$ cat config.mk
export PLATFORM = sky130hd
export DESIGN_NAME = cpc_clock_control
export DESIGN_NICKNAME = d
export VERILOG_FILES = /design/src/logic/cpc_pkg.sv /design/src/logic/cpc_clock_control.sv
export SDC_FILE = /design/constraint.sdc
export NUM_CORES = 1
export LEC_CHECK = 0
export BUFFER_PORTS_ARGS = -buffer_cell sky130_fd_sc_hd__buf_4
export CAP_MARGIN = 25
export CORE_MARGIN = 2
export CORE_UTILIZATION = 27
export DETAILED_ROUTE_END_ITERATION = 8
export PLACE_DENSITY = 0.47
export SETUP_SLACK_MARGIN = 0.5
export SLEW_MARGIN = 20
export SYNTH_ARGS = -nofsm -noshare
export SYNTH_HDL_FRONTEND = slang
export SYNTH_SLANG_ARGS = --single-unit
$ cat constraint.sdc
create_clock -name clk_i -period 2.2 [get_ports clk_i]
set_input_delay 0.44 -clock clk_i [delete_from_list [all_inputs] [get_ports clk_i]]
set_output_delay 0.44 -clock clk_i [all_outputs]
set_load 0.1 [all_outputs]
$ cat src/logic/cpc_pkg.sv
package cpc_pkg;

    // Register indices; byte address is four times the index
    localparam logic [5:0] IDX_CLK_CONTROL = 6'h00;
    localparam logic [5:0] IDX_DEN_HIGH = 6'h01;
    localparam logic [5:0] IDX_DEN_LOW = 6'h02;
    localparam logic [5:0] IDX_NUM_HIGH = 6'h03;
    localparam logic [5:0] IDX_NUM_LOW = 6'h04;
    localparam logic [5:0] IDX_INT_DIV_TYPE = 6'h05;
    localparam logic [5:0] IDX_LOCK_STATUS = 6'h06;
    localparam logic [5:0] IDX_CLOCK_OUTPUT_SELECT = 6'h07;
    localparam logic [5:0] IDX_REGULATOR = 6'h08;
    // Highest index still writable while the main clock is off
    localparam logic [5:0] IDX_LAST_PLL = 6'h06;

    // Reset values
    localparam logic [7:0] RST_CLK_CONTROL = 8'h00;
    localparam logic [7:0] RST_BYTE = 8'h00;

    // Clock control fields
    localparam int CC_MAIN_EN = 0;
    localparam int CC_MDIV = 1;
    localparam int CC_CDIV = 2;
    localparam int CC_SRC = 3;
    localparam int CC_XTAL_DIS = 4;
    localparam int CC_SPIKE_DIS = 5;
    localparam int CC_PLL_EN = 7;
    localparam logic [7:0] CC_WMASK = 8'hBF;

    // Integer/divider/type fields
    localparam int PT_TYPE = 0;
    localparam int PT_DIV_LO = 1;
    localparam int PT_MUL_LO = 3;
    localparam logic [3:0] MUL_MIN = 4'h2;
    localparam logic [3:0] MUL_MAX = 4'h8;
    localparam logic [7:0] PT_WMASK = 8'h7F;

    // Clock output codes and rates
    localparam logic [2:0] CO_X2 = 3'h0;
    localparam logic [2:0] CO_X1 = 3'h1;
    localparam logic [2:0] CO_D2 = 3'h2;
    localparam logic [2:0] CO_D4 = 3'h3;
    localparam logic [2:0] CO_D8 = 3'h4;
    localparam logic [2:0] CO_OFF = 3'h7;
    localparam logic [7:0] CO_WMASK = 8'h07;
    localparam logic [15:0] MCLK_KHZ = 16'h3000;

    // Regulator fields
    localparam int RG_PD = 2;
    localparam logic [1:0] RV_1V2 = 2'h0;
    localparam logic [1:0] RV_1V1 = 2'h1;
    localparam logic [7:0] RG_WMASK = 8'h07;

    // Lock acquisition time
    localparam int LOCK_TIME_NS = 10000;
    localparam int CLK_PERIOD_NS = 5;
    localparam int LOCK_CYCLES = (LOCK_TIME_NS + CLK_PERIOD_NS - 1)
        / CLK_PERIOD_NS;

    typedef enum logic [2:0] {
        CPC_LK_OFF = 3'h1,
        CPC_LK_ACQ = 3'h2,
        CPC_LK_LOCKED = 3'h4
    } cpc_lock_state_t;

    typedef struct packed {
        logic [3:0] multiplier;
        logic [2:0] predivide;
        logic fractional;
        logic [15:0] numerator;
        logic [15:0] denominator;
    } cpc_pll_cfg_t;

    typedef struct packed {
        logic enable;
        logic [2:0] code;
        logic [15:0] rate_khz;
    } cpc_clock_output_pin_t;

endpackage

$ cat src/logic/cpc_clock_control.sv
// The Wishbone register port was decided locally.
`timescale 1ns/1ps
// Notes on behaviour
// - With main clock off, only clock control and PLL registers accept writes.
// - PLL clock is gated by the main clock enable.
// - After main enable, parameter writes blocked until processor clock on.
// - Denominator is high byte at 0x0001, low at 0x0002, reset zero.
// - Numerator is high byte at 0x0003, low at 0x0004, reset zero.
// - Integer factor bits 6:3 give 2 to 8; codes 0, 1 and 9 to 15 reserved.
// - Pre-divider bits 2:1 divide by 1 to 4; bit 0 fractional.
// - Read-only lock flag in bit 0 at 0x0006, reset zero.
// - Clock output rate applies only in shared pin clock output mode.
// - Clock output codes pick x2, x1, /2, /4, /8; 111 is off.
// - Clock output rate derives from a fixed 12.288 MHz master clock.
// - Times one and times two selections fail while PDM is enabled.
// - Regulator bit 2 powers the regulator down, reset zero.
// - Regulator bits 1:0 give 1.2 V or 1.1 V; others reserved.
// - PLL output active only with PLL enable and main enable set.
module cpc_clock_control #(
    parameter int ADDR_W = 8,
    parameter int LOCK_CYCLES = cpc_pkg::LOCK_CYCLES
) (
    // Clock and reset
    input wire logic clk_i,
    input wire logic rst_i,
    // Wishbone slave
    input wire logic wb_cyc_i,
    input wire logic wb_stb_i,
    input wire logic wb_we_i,
    input wire logic [ADDR_W-1:0] wb_adr_i,
    input wire logic [3:0] wb_sel_i,
    input wire logic [31:0] wb_dat_i,
    output logic [31:0] wb_dat_o,
    output logic wb_ack_o,
    // Neighbouring state
    input wire logic processor_clock_enable_i,
    input wire logic shared_serial_data_pin_clock_mode_i,
    input wire logic density_modulated_output_enable_i,
    // Clock controls
    output logic main_clock_enable_o,
    output logic main_clock_source_select_o,
    output logic master_clock_div1_o,
    output logic core_clock_div1_o,
    output logic crystal_disable_o,
    output logic spike_filter_disable_o,
    output logic pll_powerdown_o,
    output logic pll_clock_enable_o,
    output logic pll_locked_o,
    output cpc_pkg::cpc_pll_cfg_t pll_cfg_o,
    // Write gating for other registers
    output logic other_register_write_enable_o,
    output logic parameter_write_enable_o,
    // Clock output pin
    output cpc_pkg::cpc_clock_output_pin_t clock_output_rate_o,
    // Regulator
    output logic regulator_powerdown_o,
    output logic [1:0] regulator_voltage_select_o,
    output logic regulator_voltage_valid_o
);

    logic [7:0] clk_control_q;
    logic [7:0] den_high_q;
    logic [7:0] den_low_q;
    logic [7:0] num_high_q;
    logic [7:0] num_low_q;
    logic [7:0] int_div_type_q;
    logic [7:0] clock_output_select_q;
    logic [7:0] regulator_q;
    logic ack_q;
    logic [31:0] rdata_q;
    cpc_pkg::cpc_lock_state_t lock_state_q;
    logic [$clog2(LOCK_CYCLES+1)-1:0] lock_cnt_q;

    logic [5:0] idx;
    logic req;
    logic wr;
    logic wr_allowed;
    logic main_en;
    logic pll_en;
    logic [3:0] mul_code;
    logic mul_valid;
    logic [7:0] rbyte;

    assign idx = wb_adr_i[ADDR_W-1:2];
    assign req = wb_cyc_i && wb_stb_i && !ack_q;
    assign main_en = clk_control_q[cpc_pkg::CC_MAIN_EN];
    assign pll_en = clk_control_q[cpc_pkg::CC_PLL_EN];
    // Writes outside the clock group need the main clock
    assign wr_allowed = main_en || (idx <= cpc_pkg::IDX_LAST_PLL);
    assign wr = req && wb_we_i && wb_sel_i[0] && wr_allowed;
    assign mul_code = int_div_type_q[cpc_pkg::PT_MUL_LO +: 4];
    // Reserved factor codes leave the loop unable to lock
    assign mul_valid = (mul_code >= cpc_pkg::MUL_MIN)
        && (mul_code <= cpc_pkg::MUL_MAX);

    always_ff @(posedge clk_i) begin
        if (rst_i) begin
            ack_q <= 1'b0;
        end else begin
            ack_q <= req;
        end
    end

    always_ff @(posedge clk_i) begin
        if (rst_i) begin
            clk_control_q <= cpc_pkg::RST_CLK_CONTROL;
        end else if (wr && idx == cpc_pkg::IDX_CLK_CONTROL) begin
            clk_control_q <= wb_dat_i[7:0] & cpc_pkg::CC_WMASK;
        end
    end

    // Ratio bytes are not locked against a running PLL; software's duty
    always_ff @(posedge clk_i) begin
        if (rst_i) begin
            den_high_q <= cpc_pkg::RST_BYTE;
            den_low_q <= cpc_pkg::RST_BYTE;
            num_high_q <= cpc_pkg::RST_BYTE;
            num_low_q <= cpc_pkg::RST_BYTE;
            int_div_type_q <= cpc_pkg::RST_BYTE;
        end else if (wr) begin
            case (idx)
                cpc_pkg::IDX_DEN_HIGH: begin
                    den_high_q <= wb_dat_i[7:0];
                end
                cpc_pkg::IDX_DEN_LOW: begin
                    den_low_q <= wb_dat_i[7:0];
                end
                cpc_pkg::IDX_NUM_HIGH: begin
                    num_high_q <= wb_dat_i[7:0];
                end
                cpc_pkg::IDX_NUM_LOW: begin
                    num_low_q <= wb_dat_i[7:0];
                end
                cpc_pkg::IDX_INT_DIV_TYPE: begin
                    int_div_type_q <= wb_dat_i[7:0] & cpc_pkg::PT_WMASK;
                end
                default: begin
                end
            endcase
        end
    end

    always_ff @(posedge clk_i) begin
        if (rst_i) begin
            clock_output_select_q <= cpc_pkg::RST_BYTE;
            regulator_q <= cpc_pkg::RST_BYTE;
        end else if (wr && idx == cpc_pkg::IDX_CLOCK_OUTPUT_SELECT) begin
            clock_output_select_q <= wb_dat_i[7:0] & cpc_pkg::CO_WMASK;
        end else if (wr && idx == cpc_pkg::IDX_REGULATOR) begin
            regulator_q <= wb_dat_i[7:0] & cpc_pkg::RG_WMASK;
        end
    end

    // Lock model: loop acquires while powered with a legal factor
    always_ff @(posedge clk_i) begin
        if (rst_i) begin
            lock_state_q <= cpc_pkg::CPC_LK_OFF;
            lock_cnt_q <= '0;
        end else begin
            case (lock_state_q)
                cpc_pkg::CPC_LK_OFF: begin
                    lock_cnt_q <= '0;
                    if (pll_en && mul_valid) begin
                        lock_state_q <= cpc_pkg::CPC_LK_ACQ;
                    end
                end
                cpc_pkg::CPC_LK_ACQ: begin
                    if (!pll_en || !mul_valid) begin
                        lock_state_q <= cpc_pkg::CPC_LK_OFF;
                    end else if (lock_cnt_q == LOCK_CYCLES[$bits(lock_cnt_q)-1:0]
                        - 1'b1) begin
                        lock_state_q <= cpc_pkg::CPC_LK_LOCKED;
                    end else begin
                        lock_cnt_q <= lock_cnt_q + 1'b1;
                    end
                end
                cpc_pkg::CPC_LK_LOCKED: begin
                    if (!pll_en || !mul_valid) begin
                        lock_state_q <= cpc_pkg::CPC_LK_OFF;
                    end
                end
                default: begin
                    lock_state_q <= cpc_pkg::CPC_LK_OFF;
                end
            endcase
        end
    end

    always_comb begin
        rbyte = 8'h00;
        case (idx)
            cpc_pkg::IDX_CLK_CONTROL: rbyte = clk_control_q;
            cpc_pkg::IDX_DEN_HIGH: rbyte = den_high_q;
            cpc_pkg::IDX_DEN_LOW: rbyte = den_low_q;
            cpc_pkg::IDX_NUM_HIGH: rbyte = num_high_q;
            cpc_pkg::IDX_NUM_LOW: rbyte = num_low_q;
            cpc_pkg::IDX_INT_DIV_TYPE: rbyte = int_div_type_q;
            cpc_pkg::IDX_LOCK_STATUS: begin
                rbyte = {7'h00, lock_state_q == cpc_pkg::CPC_LK_LOCKED};
            end
            cpc_pkg::IDX_CLOCK_OUTPUT_SELECT: rbyte = clock_output_select_q;
            cpc_pkg::IDX_REGULATOR: rbyte = regulator_q;
            default: rbyte = 8'h00;
        endcase
    end

    always_ff @(posedge clk_i) begin
        if (rst_i) begin
            rdata_q <= 32'h0000_0000;
        end else if (req && !wb_we_i) begin
            rdata_q <= {24'h000000, rbyte};
        end else begin
            rdata_q <= 32'h0000_0000;
        end
    end

    assign wb_ack_o = ack_q;
    assign wb_dat_o = rdata_q;

    // Clock controls
    always_ff @(posedge clk_i) begin
        if (rst_i) begin
            main_clock_enable_o <= 1'b0;
            main_clock_source_select_o <= 1'b0;
            master_clock_div1_o <= 1'b0;
            core_clock_div1_o <= 1'b0;
            crystal_disable_o <= 1'b0;
            spike_filter_disable_o <= 1'b0;
            pll_powerdown_o <= 1'b1;
            pll_clock_enable_o <= 1'b0;
            pll_locked_o <= 1'b0;
        end else begin
            main_clock_enable_o <= main_en;
            main_clock_source_select_o <= clk_control_q[cpc_pkg::CC_SRC];
            master_clock_div1_o <= clk_control_q[cpc_pkg::CC_MDIV];
            core_clock_div1_o <= clk_control_q[cpc_pkg::CC_CDIV];
            crystal_disable_o <= clk_control_q[cpc_pkg::CC_XTAL_DIS];
            spike_filter_disable_o <= clk_control_q[cpc_pkg::CC_SPIKE_DIS];
            pll_powerdown_o <= !pll_en;
            pll_clock_enable_o <= pll_en && main_en;
            pll_locked_o <= lock_state_q == cpc_pkg::CPC_LK_LOCKED;
        end
    end

    // PLL ratio as seen by the analog loop
    always_ff @(posedge clk_i) begin
        if (rst_i) begin
            pll_cfg_o <= '0;
        end else begin
            pll_cfg_o.multiplier <= mul_valid ? mul_code : 4'h0;
            pll_cfg_o.predivide <= {1'b0,
                int_div_type_q[cpc_pkg::PT_DIV_LO +: 2]} + 3'h1;
            pll_cfg_o.fractional <= int_div_type_q[cpc_pkg::PT_TYPE];
            // Integer mode hides the fraction entirely
            if (int_div_type_q[cpc_pkg::PT_TYPE]) begin
                pll_cfg_o.numerator <= {num_high_q, num_low_q};
                pll_cfg_o.denominator <= {den_high_q, den_low_q};
            end else begin
                pll_cfg_o.numerator <= 16'h0000;
                pll_cfg_o.denominator <= 16'h0000;
            end
        end
    end

    // Write gates for registers held elsewhere
    always_ff @(posedge clk_i) begin
        if (rst_i) begin
            other_register_write_enable_o <= 1'b0;
            parameter_write_enable_o <= 1'b0;
        end else begin
            other_register_write_enable_o <= main_en;
            parameter_write_enable_o <= main_en
                && processor_clock_enable_i;
        end
    end

    // Clock output rate
    always_ff @(posedge clk_i) begin
        if (rst_i) begin
            clock_output_rate_o <= '0;
        end else begin
            clock_output_rate_o.code <= clock_output_select_q[2:0];
            clock_output_rate_o.enable <= 1'b0;
            clock_output_rate_o.rate_khz <= 16'h0000;
            // Pin not in clock mode: setting has no effect
            if (shared_serial_data_pin_clock_mode_i) begin
                case (clock_output_select_q[2:0])
                    cpc_pkg::CO_X2: begin
                        // Fast modes unusable beside PDM
                        if (!density_modulated_output_enable_i) begin
                            clock_output_rate_o.enable <= 1'b1;
                            clock_output_rate_o.rate_khz <=
                                {cpc_pkg::MCLK_KHZ[14:0], 1'b0};
                        end
                    end
                    cpc_pkg::CO_X1: begin
                        if (!density_modulated_output_enable_i) begin
                            clock_output_rate_o.enable <= 1'b1;
                            clock_output_rate_o.rate_khz <=
                                cpc_pkg::MCLK_KHZ;
                        end
                    end
                    cpc_pkg::CO_D2: begin
                        clock_output_rate_o.enable <= 1'b1;
                        clock_output_rate_o.rate_khz <=
                            {1'b0, cpc_pkg::MCLK_KHZ[15:1]};
                    end
                    cpc_pkg::CO_D4: begin
                        clock_output_rate_o.enable <= 1'b1;
                        clock_output_rate_o.rate_khz <=
                            {2'b00, cpc_pkg::MCLK_KHZ[15:2]};
                    end
                    cpc_pkg::CO_D8: begin
                        clock_output_rate_o.enable <= 1'b1;
                        clock_output_rate_o.rate_khz <=
                            {3'b000, cpc_pkg::MCLK_KHZ[15:3]};
                    end
                    // Off code and undefined codes drive nothing
                    default: begin
                    end
                endcase
            end
        end
    end

    // Regulator
    always_ff @(posedge clk_i) begin
        if (rst_i) begin
            regulator_powerdown_o <= 1'b0;
            regulator_voltage_select_o <= cpc_pkg::RV_1V2;
            regulator_voltage_valid_o <= 1'b1;
        end else begin
            regulator_powerdown_o <= regulator_q[cpc_pkg::RG_PD];
            regulator_voltage_select_o <= regulator_q[1:0];
            regulator_voltage_valid_o <= regulator_q[1:0] == cpc_pkg::RV_1V2
                || regulator_q[1:0] == cpc_pkg::RV_1V1;
        end
    end

endmodule

# Word-level counts from Yosys, hierarchy flattened
# Cells that the tools add are included.
# word_totals
reg_bits	173
input_bits	52
out_inout_bits	108
wordCells	118
# classes
magnitude_cmp	3
reduce_logical	38
bitwise_logic	5
eq_ne	22
add_sub_neg	2
n_mux	14
# ops
operator	count
case mux 15 bit (5 select lines)	1
case mux 8 bit (9 select lines)	1
== test 6 x 3 -> 1 bit, second input constant	4
two-way mux 11 bit	2
case mux 11 bit (2 select lines)	1
two-way mux 15 bit	1
two-way mux 14 bit	1
logical AND 1 bit	13
== test 6 x 2 -> 1 bit, second input constant	2
two-way mux 3 bit	4
AND reduction 2 bit	6
adder 11 x 1 -> 11 bit, second input constant	1
== test 11 bit, second input constant	1
OR reduction 2 bit	5
== test 3 x 2 -> 1 bit, second input constant	3
case mux 3 bit (3 select lines)	1
!= test 2 bit, second input constant	4
== test 3 x 1 -> 1 bit, second input constant	2
== test 3 bit, second input constant	2
== test 6 x 1 -> 1 bit, second input constant	1
== test 6 x 4 -> 1 bit, second input constant	1
less-or-equal comparator 6 x 3 -> 1 bit, second input constant	1
zero test 6 bit	1
AND reduction 3 bit	2
14 further kinds	23

# Logic depth before layout (Yosys ltp)
# Gate-level depths: netlist (run 1).
# depth
word_depth	8
ltp_mapped	8
ltp_nobuf	6

# Worst setup path before layout (run 1)
# OpenSTA, ideal clock, no wires.
# synth_path
kind	register -> register
from	register ack_q, in the netlist wb_ack_o
to	register num_high_q[0]
required_ns	2.130
path_stages_with_launch	7
path_buffers	1
synth_period_minus_slack_ns	2.136
arrival_ns	2.065
path_slack_ns	0.064
setup_ns	0.070
cell_sequence	dfxtp_1 -> nand3b_1 -> nor4b_4 -> and3_1 -> clkbuf_1 -> nand2_1 -> a21oi_1
# synth_via
elab_chain_cells	6
# synth_rtl
element	line	source
start: declaration	cpc_clock_control.sv:69	logic ack_q;
start signal: assignment	cpc_clock_control.sv:100	ack_q <= req;
zero test 1 bit	cpc_clock_control.sv:85	assign req = wb_cyc_i && wb_stb_i && !ack_q;
logical AND 1 bit	cpc_clock_control.sv:85	
logical AND 1 bit (3 in series)	cpc_clock_control.sv:90	assign wr = req && wb_we_i && wb_sel_i[0] && wr_allowed;
AND reduction 2 bit (no source line)	-	
end signal: assignment	cpc_clock_control.sv:117	num_high_q <= cpc_pkg::RST_BYTE;
end signal: assignment	cpc_clock_control.sv:129	num_high_q <= wb_dat_i[7:0];
end: declaration	cpc_clock_control.sv:64	logic [7:0] num_high_q;
# No other way between the ends.
# A chain may end at the register's enable or synchronous reset.

# Worst setup path in the final report (run 1)
# layout_path
from	register int_div_type_q[3]
to	register lock_cnt_q[5]
# layout_via
elab_chain_cells	6
elab_cells_between_ends	7
classes_between	order compare: 2; eq/ne: 1; reduce/logical: 4
# layout_rtl
element	line	source
start: declaration	cpc_clock_control.sv:66	logic [7:0] int_div_type_q;
start signal: assignment	cpc_clock_control.sv:119	int_div_type_q <= cpc_pkg::RST_BYTE;
start signal: assignment	cpc_clock_control.sv:135	int_div_type_q <= wb_dat_i[7:0] & cpc_pkg::PT_WMASK;
greater-or-equal comparator 4 x 2 -> 1 bit or less-or-equal comparator 4 bit (tied branches)	cpc_clock_control.sv:93, cpc_clock_control.sv:94	
logical AND 1 bit *	cpc_clock_control.sv:94	&& (mul_code <= cpc_pkg::MUL_MAX);
zero test 1 bit *	cpc_clock_control.sv:168	if (!pll_en || !mul_valid) begin
logical OR 1 bit *	cpc_clock_control.sv:168	
!= test 2 bit (no source line) *	-	
AND reduction 3 bit (no source line) *	-	
end signal: assignment	cpc_clock_control.sv:174	lock_cnt_q <= lock_cnt_q + 1'b1;
end: declaration	cpc_clock_control.sv:72	logic [$clog2(LOCK_CYCLES+1)-1:0] lock_cnt_q;
# Mark *: on every way between the ends. The rest lies on a longest branch, timed or not.

==> results of run 1 <==
worst paths after layout:
kind                                                        start                        end  slack, ns  cells after the start
worst max register to register                  int_div_type_q[3]              lock_cnt_q[5]       0.21                      5
worst min-delay path            density_modulated_output_enable_i    clock_output_rate_o[13]       0.21                      2
worst max-delay path                            int_div_type_q[3]              lock_cnt_q[5]       0.21                      5
worst min register to register                     regulator_q[1]  regulator_voltage_valid_o       0.46                      1
per-layer routing:
layer | vias to the layer above | global-route usage (%) | wire, um
li1 | 2087 | - | -
met1 | 1947 | 18.2 | 6710
met2 | 128 | 22.5 | 6950
met3 | 18 | 4.28 | 814
met4 | 0 | 5.20 | 195
met5 | - | 0 | 0
critical path: stages, from the launching register on:
cell and delay, ns:
dfxtp_2 0.32, or4b_4 0.57, a211oi_4 0.29, o21ai_4 0.12
or4_1 0.49, a21oi_1 0.14
logic make-up after synthesis:
| group | after synthesis | share of synthesized area [%] |
|---|---|---|
| other cells | 1 | 0.0696 |
| compound gates | 84 | 9.29 |
| simple gates | 232 | 22.6 |
| buf+inv | 76 | 8.01 |
| flops | 139 | 51.6 |
| mux | 36 | 7.76 |
| xor+xnor | 1 | 0.163 |
| fa+ha+maj | 2 | 0.464 |
cell usage after synthesis (5+ instances only):
master    instances
a21oi_1          51
a22oi_1           5
and2_1           35
and3_1            6
buf_4            35
clkbuf_1         32
dfxtp_1         139
inv_1             6
mux2_2            5
mux2i_1          26
nand2_1          60
nand2b_1          8
nand3_1          31
nor2_1           41
nor2b_1          17
o21ai_1           5
or3_1             6
power breakdown:
| group | internal (W) | switching [W] | total, W |
|---|---|---|---|
| clock network | 0.00163 | 0.00111 | 0.00274 |
| registers | 0.00252 | 0.00000176 | 0.00252 |
| logic | 0.0000595 | 0.000387 | 0.000446 |
metrics by stage:
step	hold slack, ns	cells	util (%)	area (um^2)
floorplan	0.403	604	-	5600
CTS	0.188	954	36.0	7040
global route	0.197	955	36.4	7110
global placement	0.445	914	32.5	6350
finish	0.208	955	36.4	7110
detailed placement	0.452	914	32.5	6350
cell usage in the layout (no fill, tap or decap), drive strengths merged, types with 2 or more instances in the layout:
cell type,synthesis,routed
a211oi,3,3
a21o,2,2
a21oi,51,51
a22oi,5,5
and2,35,35
and3,6,6
and4b,2,2
buf,38,124
clkbuf,32,21
clkinv,0,5
clkinvlp,0,2
conb,1,34
dfxtp,139,139
ha,2,2
inv,6,9
mux2,6,6
mux2i,26,26
mux4,4,4
nand2,60,60
nand2b,8,8
nand3,31,31
nand3b,4,4
nand4,2,2
nor2,41,41
nor2b,17,17
nor3,4,4
nor3b,3,3
o21ai,8,8
o21bai,2,2
o22ai,2,2
o31ai,4,4
or2,3,3
or3,6,6
or4,3,3
or4b,2,2
sequential cells by signal, summed over array words and instances (netlist names), 2 cells and up:
name	flops
pll_cfg_o	40
lock_cnt_q	11
clock_output_rate_o	10
den_high_q	8
den_low_q	8
num_high_q	8
num_low_q	8
wb_dat_o	8
clk_control_q	7
int_div_type_q	7
clock_output_select_q	3
lock_state_q	3
regulator_q	3
regulator_voltage_select_o	2
cell type report:
type | instances | area [um^2]
clock buffers | 21 | 460
repair buffers | 124 | 958
clock inverters | 11 | 111
well taps | 265 | 332
multi-input cells | 389 | 2420
fillers | 2044 | 12400
flip-flops and latches | 139 | 2800
inverters | 6 | 22.5
repair_timing:
item                                    in CTS  in global routing
buffers inserted                             8                  1
gates cloned                                 0                  0
pin swaps                                    8                  4
hold endpoints to repair                     0                  0
resized for setup                           15                 16
endpoints found under the setup margin      49                 46
==> impl_metrics.env, run 1 <==
export IMPL_min_period_ns=1.99
export IMPL_place_ws_ns=0.135
export IMPL_setup_tns_ns=0
export IMPL_totalWireLength_um=14700
export IMPL_dominantRegCellSynth="dfxtp_1"
export IMPL_drv_slew=0
export IMPL_h_tree_depth=4
export IMPL_syn_to_final_growth_pct=31.9
export IMPL_fin_nets=731
export IMPL_diodes=0
export IMPL_finalPower_w=0.00571
export IMPL_cp_start_kind="flip-flop"
export IMPL_synth_distinct_cells=55
export IMPL_drc_errors=0
export IMPL_synth_edff_count=0
export IMPL_grt_pass1_vias=4200
export IMPL_vdd_drop_max_mv=0.417
export IMPL_cts_buffers=17
export IMPL_cp_data_required_time_ns=2.55
export IMPL_track_usage_pct=14.2
export IMPL_synth_area_um2=5390
export IMPL_first_pass_iters=4
export IMPL_grt_max_degree=34
export IMPL_async_flop_share_pct=0
export IMPL_cp_end_kind="flip-flop"
export IMPL_coreArea_um2=19500
export IMPL_ys_warn_count=0
export IMPL_setup_violations_final=0
export IMPL_maxCapViolations=0
export IMPL_crit_type="flip-flop to flip-flop"
export IMPL_io_buffers=96
export IMPL_yosys_top_cells_area="dfxtp_1 52%, buf_4 4.9%, mux2i_1 4.8%"
export IMPL_grt_overflow=0
export IMPL_p_leak_nw=2.83
export IMPL_clockBufferDepth=2
export IMPL_initial_core_util_pct=27.6
export IMPL_dpl_hpwl_um=10500
export IMPL_syn_area_per_cell_um2=9.44
export IMPL_wl_per_cell_um=15.4
export IMPL_status="completed"
export IMPL_drive_gt1_share_pct=28.7
export IMPL_die_area_um2=21100
export IMPL_fin_skew_ns=0.00969
export IMPL_clock_latency_ns=0.42
export IMPL_via_per_inst=4.38
export IMPL_io_pins=160
export IMPL_ys_seq_area_share_pct=51.6
export IMPL_die_h_um=145
export IMPL_ant_nets=0
export IMPL_grt_pass1_wl_um=23400
export IMPL_vias=4180
export IMPL_die_w_um=145
export IMPL_clk_pin_slew_ns=0.06
export IMPL_hold_buffers=0
export IMPL_synth_seq_cells=139
export IMPL_rows=51
export IMPL_cts_tree="built"
export IMPL_initialDrtViolationCount=216
export IMPL_final_hold_viol_count=0
export IMPL_cp_arrival_ns=2.34
export IMPL_timing_final_crit_share_pct=90.3
export IMPL_hold_class="input port to flip-flop"
export IMPL_rsz0062_at_grt="yes"
export IMPL_fmax_mhz=504
export IMPL_layout_setup_ws_ns=0.214
export IMPL_cts_root_buffer="clkbuf_16"
export IMPL_powerDensity_nw_per_um2=803
export IMPL_antenna_found_initial=0
export IMPL_crit_fanout=6
export IMPL_synth_top_area_cell="dfxtp_1"
export IMPL_synth_cells=571
export IMPL_place_gp_congestion=0.806
export IMPL_cts_sinks=139
export IMPL_synth_top_cell_area_share_pct=51.6
(Power assumes the default switching activity.)
==> run 2: changes to the inputs <==
- CORE_ASPECT_RATIO: not set -> 1.25
- CORE_MARGIN: 2 -> 10
==> run 2 against run 1 <==
Power grew 2.1%. Non-clock buffer count is 11 higher. Critical path type unchanged. Clock skew decreased by 0.00096 ns. Wire length grew 10%. Cell area up 4.1%. Flip-flop and latch count did not move. Critical path depth stayed put.
==> impl_metrics.env, run 2 (synthesis gave the netlist of run 1 again) <==
export IMPL_totalWireLength_um=16200
export IMPL_io_buffers=96
export IMPL_path_cells="or4b_4 > a211oi_4 > o21ai_4 > or4_1 > a21oi_1"
export IMPL_clk_pin_slew_ns=0.06
export IMPL_via_per_inst=4.45
export IMPL_grt_pass1_wl_um=24400
export IMPL_vdd_drop_max_mv=0.479
export IMPL_diodes=0
export IMPL_layout_setup_ws_ns=0.224
export IMPL_h_tree_depth=4
export IMPL_grt_pass1_vias=4428
export IMPL_place_ws_ns=0.150
export IMPL_top_regs="pll_cfg_o x40, lock_cnt_q x11, clock_output_rate_o x10"
export IMPL_grt_max_degree=34
export IMPL_track_usage_pct=12.0
export IMPL_critical_path_max_stage_delay_ns=0.57
export IMPL_clockBufferDepth=2
export IMPL_cts_buffers=17
export IMPL_dpl_hpwl_um=11800
export IMPL_cts_root_buffer="clkbuf_16"
export IMPL_hold_class="input port to flip-flop"
export IMPL_fmax_mhz=506
export IMPL_drv_slew=0
export IMPL_die_w_um=146
export IMPL_seqCellArea_um2=2790
export IMPL_coreArea_um2=19500
export IMPL_fin_area_um2=7390
export IMPL_drc_errors=0
export IMPL_p_leak_nw=2.90
export IMPL_antenna_found_initial=0
export IMPL_final_hold_viol_count=0
export IMPL_final_common_cell="dfxtp_1"
export IMPL_powerDensity_nw_per_um2=788
export IMPL_first_pass_iters=4
export IMPL_initialDrtViolationCount=207
export IMPL_finalPower_w=0.00582
export IMPL_io_pins=160
export IMPL_maxCapViolations=0
export IMPL_min_period_ns=1.98
export IMPL_rsz0062_at_grt="yes"
export IMPL_ant_nets=0
export IMPL_drive_gt1_share_pct=34.2
export IMPL_cp_slowest_cell="or4b_4"
export IMPL_status="completed"
export IMPL_hold_buffers=0
export IMPL_fin_nets=743
export IMPL_wl_per_cell_um=16.7
export IMPL_multi_input_area_um2=2570
export IMPL_syn_to_final_growth_pct=37.3
export IMPL_fin_skew_ns=0.00873
export IMPL_cts_tree="built"
export IMPL_largest_reg_flops=40
export IMPL_mostFrequentLayoutCells="133 x dfxtp_1, 125 x buf_4, 43 x nand2_1, 39 x nor2_1, 36 x a21oi_1"
export IMPL_timing_final_crit_share_pct=89.8
export IMPL_top_register="pll_cfg_o"
export IMPL_setup_tns_ns=0
export IMPL_dpl_cell_area_um2=6420
export IMPL_clock_latency_ns=0.42
export IMPL_die_h_um=178
export IMPL_initial_core_util_pct=27.6
export IMPL_die_area_um2=26000
export IMPL_setup_violations_final=0
export IMPL_fillers=1985
export IMPL_rows=57
export IMPL_cts_sinks=139
export IMPL_cp_end_kind="flip-flop"
export IMPL_crit_type="flip-flop to flip-flop"
export IMPL_grt_overflow=0
export IMPL_vias=4307
export IMPL_cp_data_required_time_ns=2.55
export IMPL_cp_start_kind="flip-flop"
export IMPL_cp_arrival_ns=2.33
export IMPL_crit_fanout=6
export IMPL_place_gp_congestion=0.809
-- run 2: metal layers --
| layer | vias to the layer above | global-route usage, % | part of all wire (%) |
|---|---|---|---|
| li1 | 2115 | - | - |
| met1 | 2048 | 13.0 | 41 |
| met2 | 128 | 21.4 | 52 |
| met3 | 16 | 3.77 | 5.1 |
| met4 | 0 | 5.01 | 1.5 |
| met5 | - | 0 | 0 |
-- run 2: cell type report --
cell class                 instances  share of cell area, %
sequential                       139                   37.8
inverter                           6                  0.305
clock buffer                      19                   5.99
tap                              265                   4.48
multi-input combinational        390                   34.8
timing repair buffer             135                   14.8
clock inverter                    13                   1.93
-- run 2: final timing paths --
check | startpoint | slack (ns) | endpoint | cells after the start
setup / recovery | int_div_type_q[3] | 0.22 | lock_cnt_q[5] | 5
hold / removal | density_modulated_output_enable_i | 0.21 | clock_output_rate_o[13] | 2
setup reg to reg | int_div_type_q[3] | 0.22 | lock_cnt_q[5] | 5
hold reg to reg | regulator_q[1] | 0.44 | regulator_voltage_valid_o | 1
-- run 2: worst max-delay path, delay by kind of cell (launching register included) --
family / cells / cell delay [ns]
AND/OR/NAND/NOR: 2 / 1.05
AO/OA/AOI/OAI: 3 / 0.54
flip-flops: 1 / 0.32
-- run 2: metrics by stage --
step	hold WS [ns]	utilization [%]	cells
detailed placement	0.442	32.8	920
CTS	0.191	36.4	960
finish	0.211	37.8	967
floorplan	0.403	-	604
global placement	0.435	32.8	920
global route	0.193	37.8	967
-- run 2: power breakdown --
group	internal, W	switching [W]
combinational	0.0000700	0.000401
sequential	0.00252	0.00000165
clock	0.00170	0.00113
total	0.00429	0.00153
-- run 2: what timing repair did --
| item | in CTS | in global routing |
|---|---|---|
| pin swaps | 1 | 22 |
| buffers inserted | 7 | 5 |
| gates resized for setup | 9 | 58 |
| gates cloned | 1 | 2 |
| setup endpoints to repair | 42 | 43 |
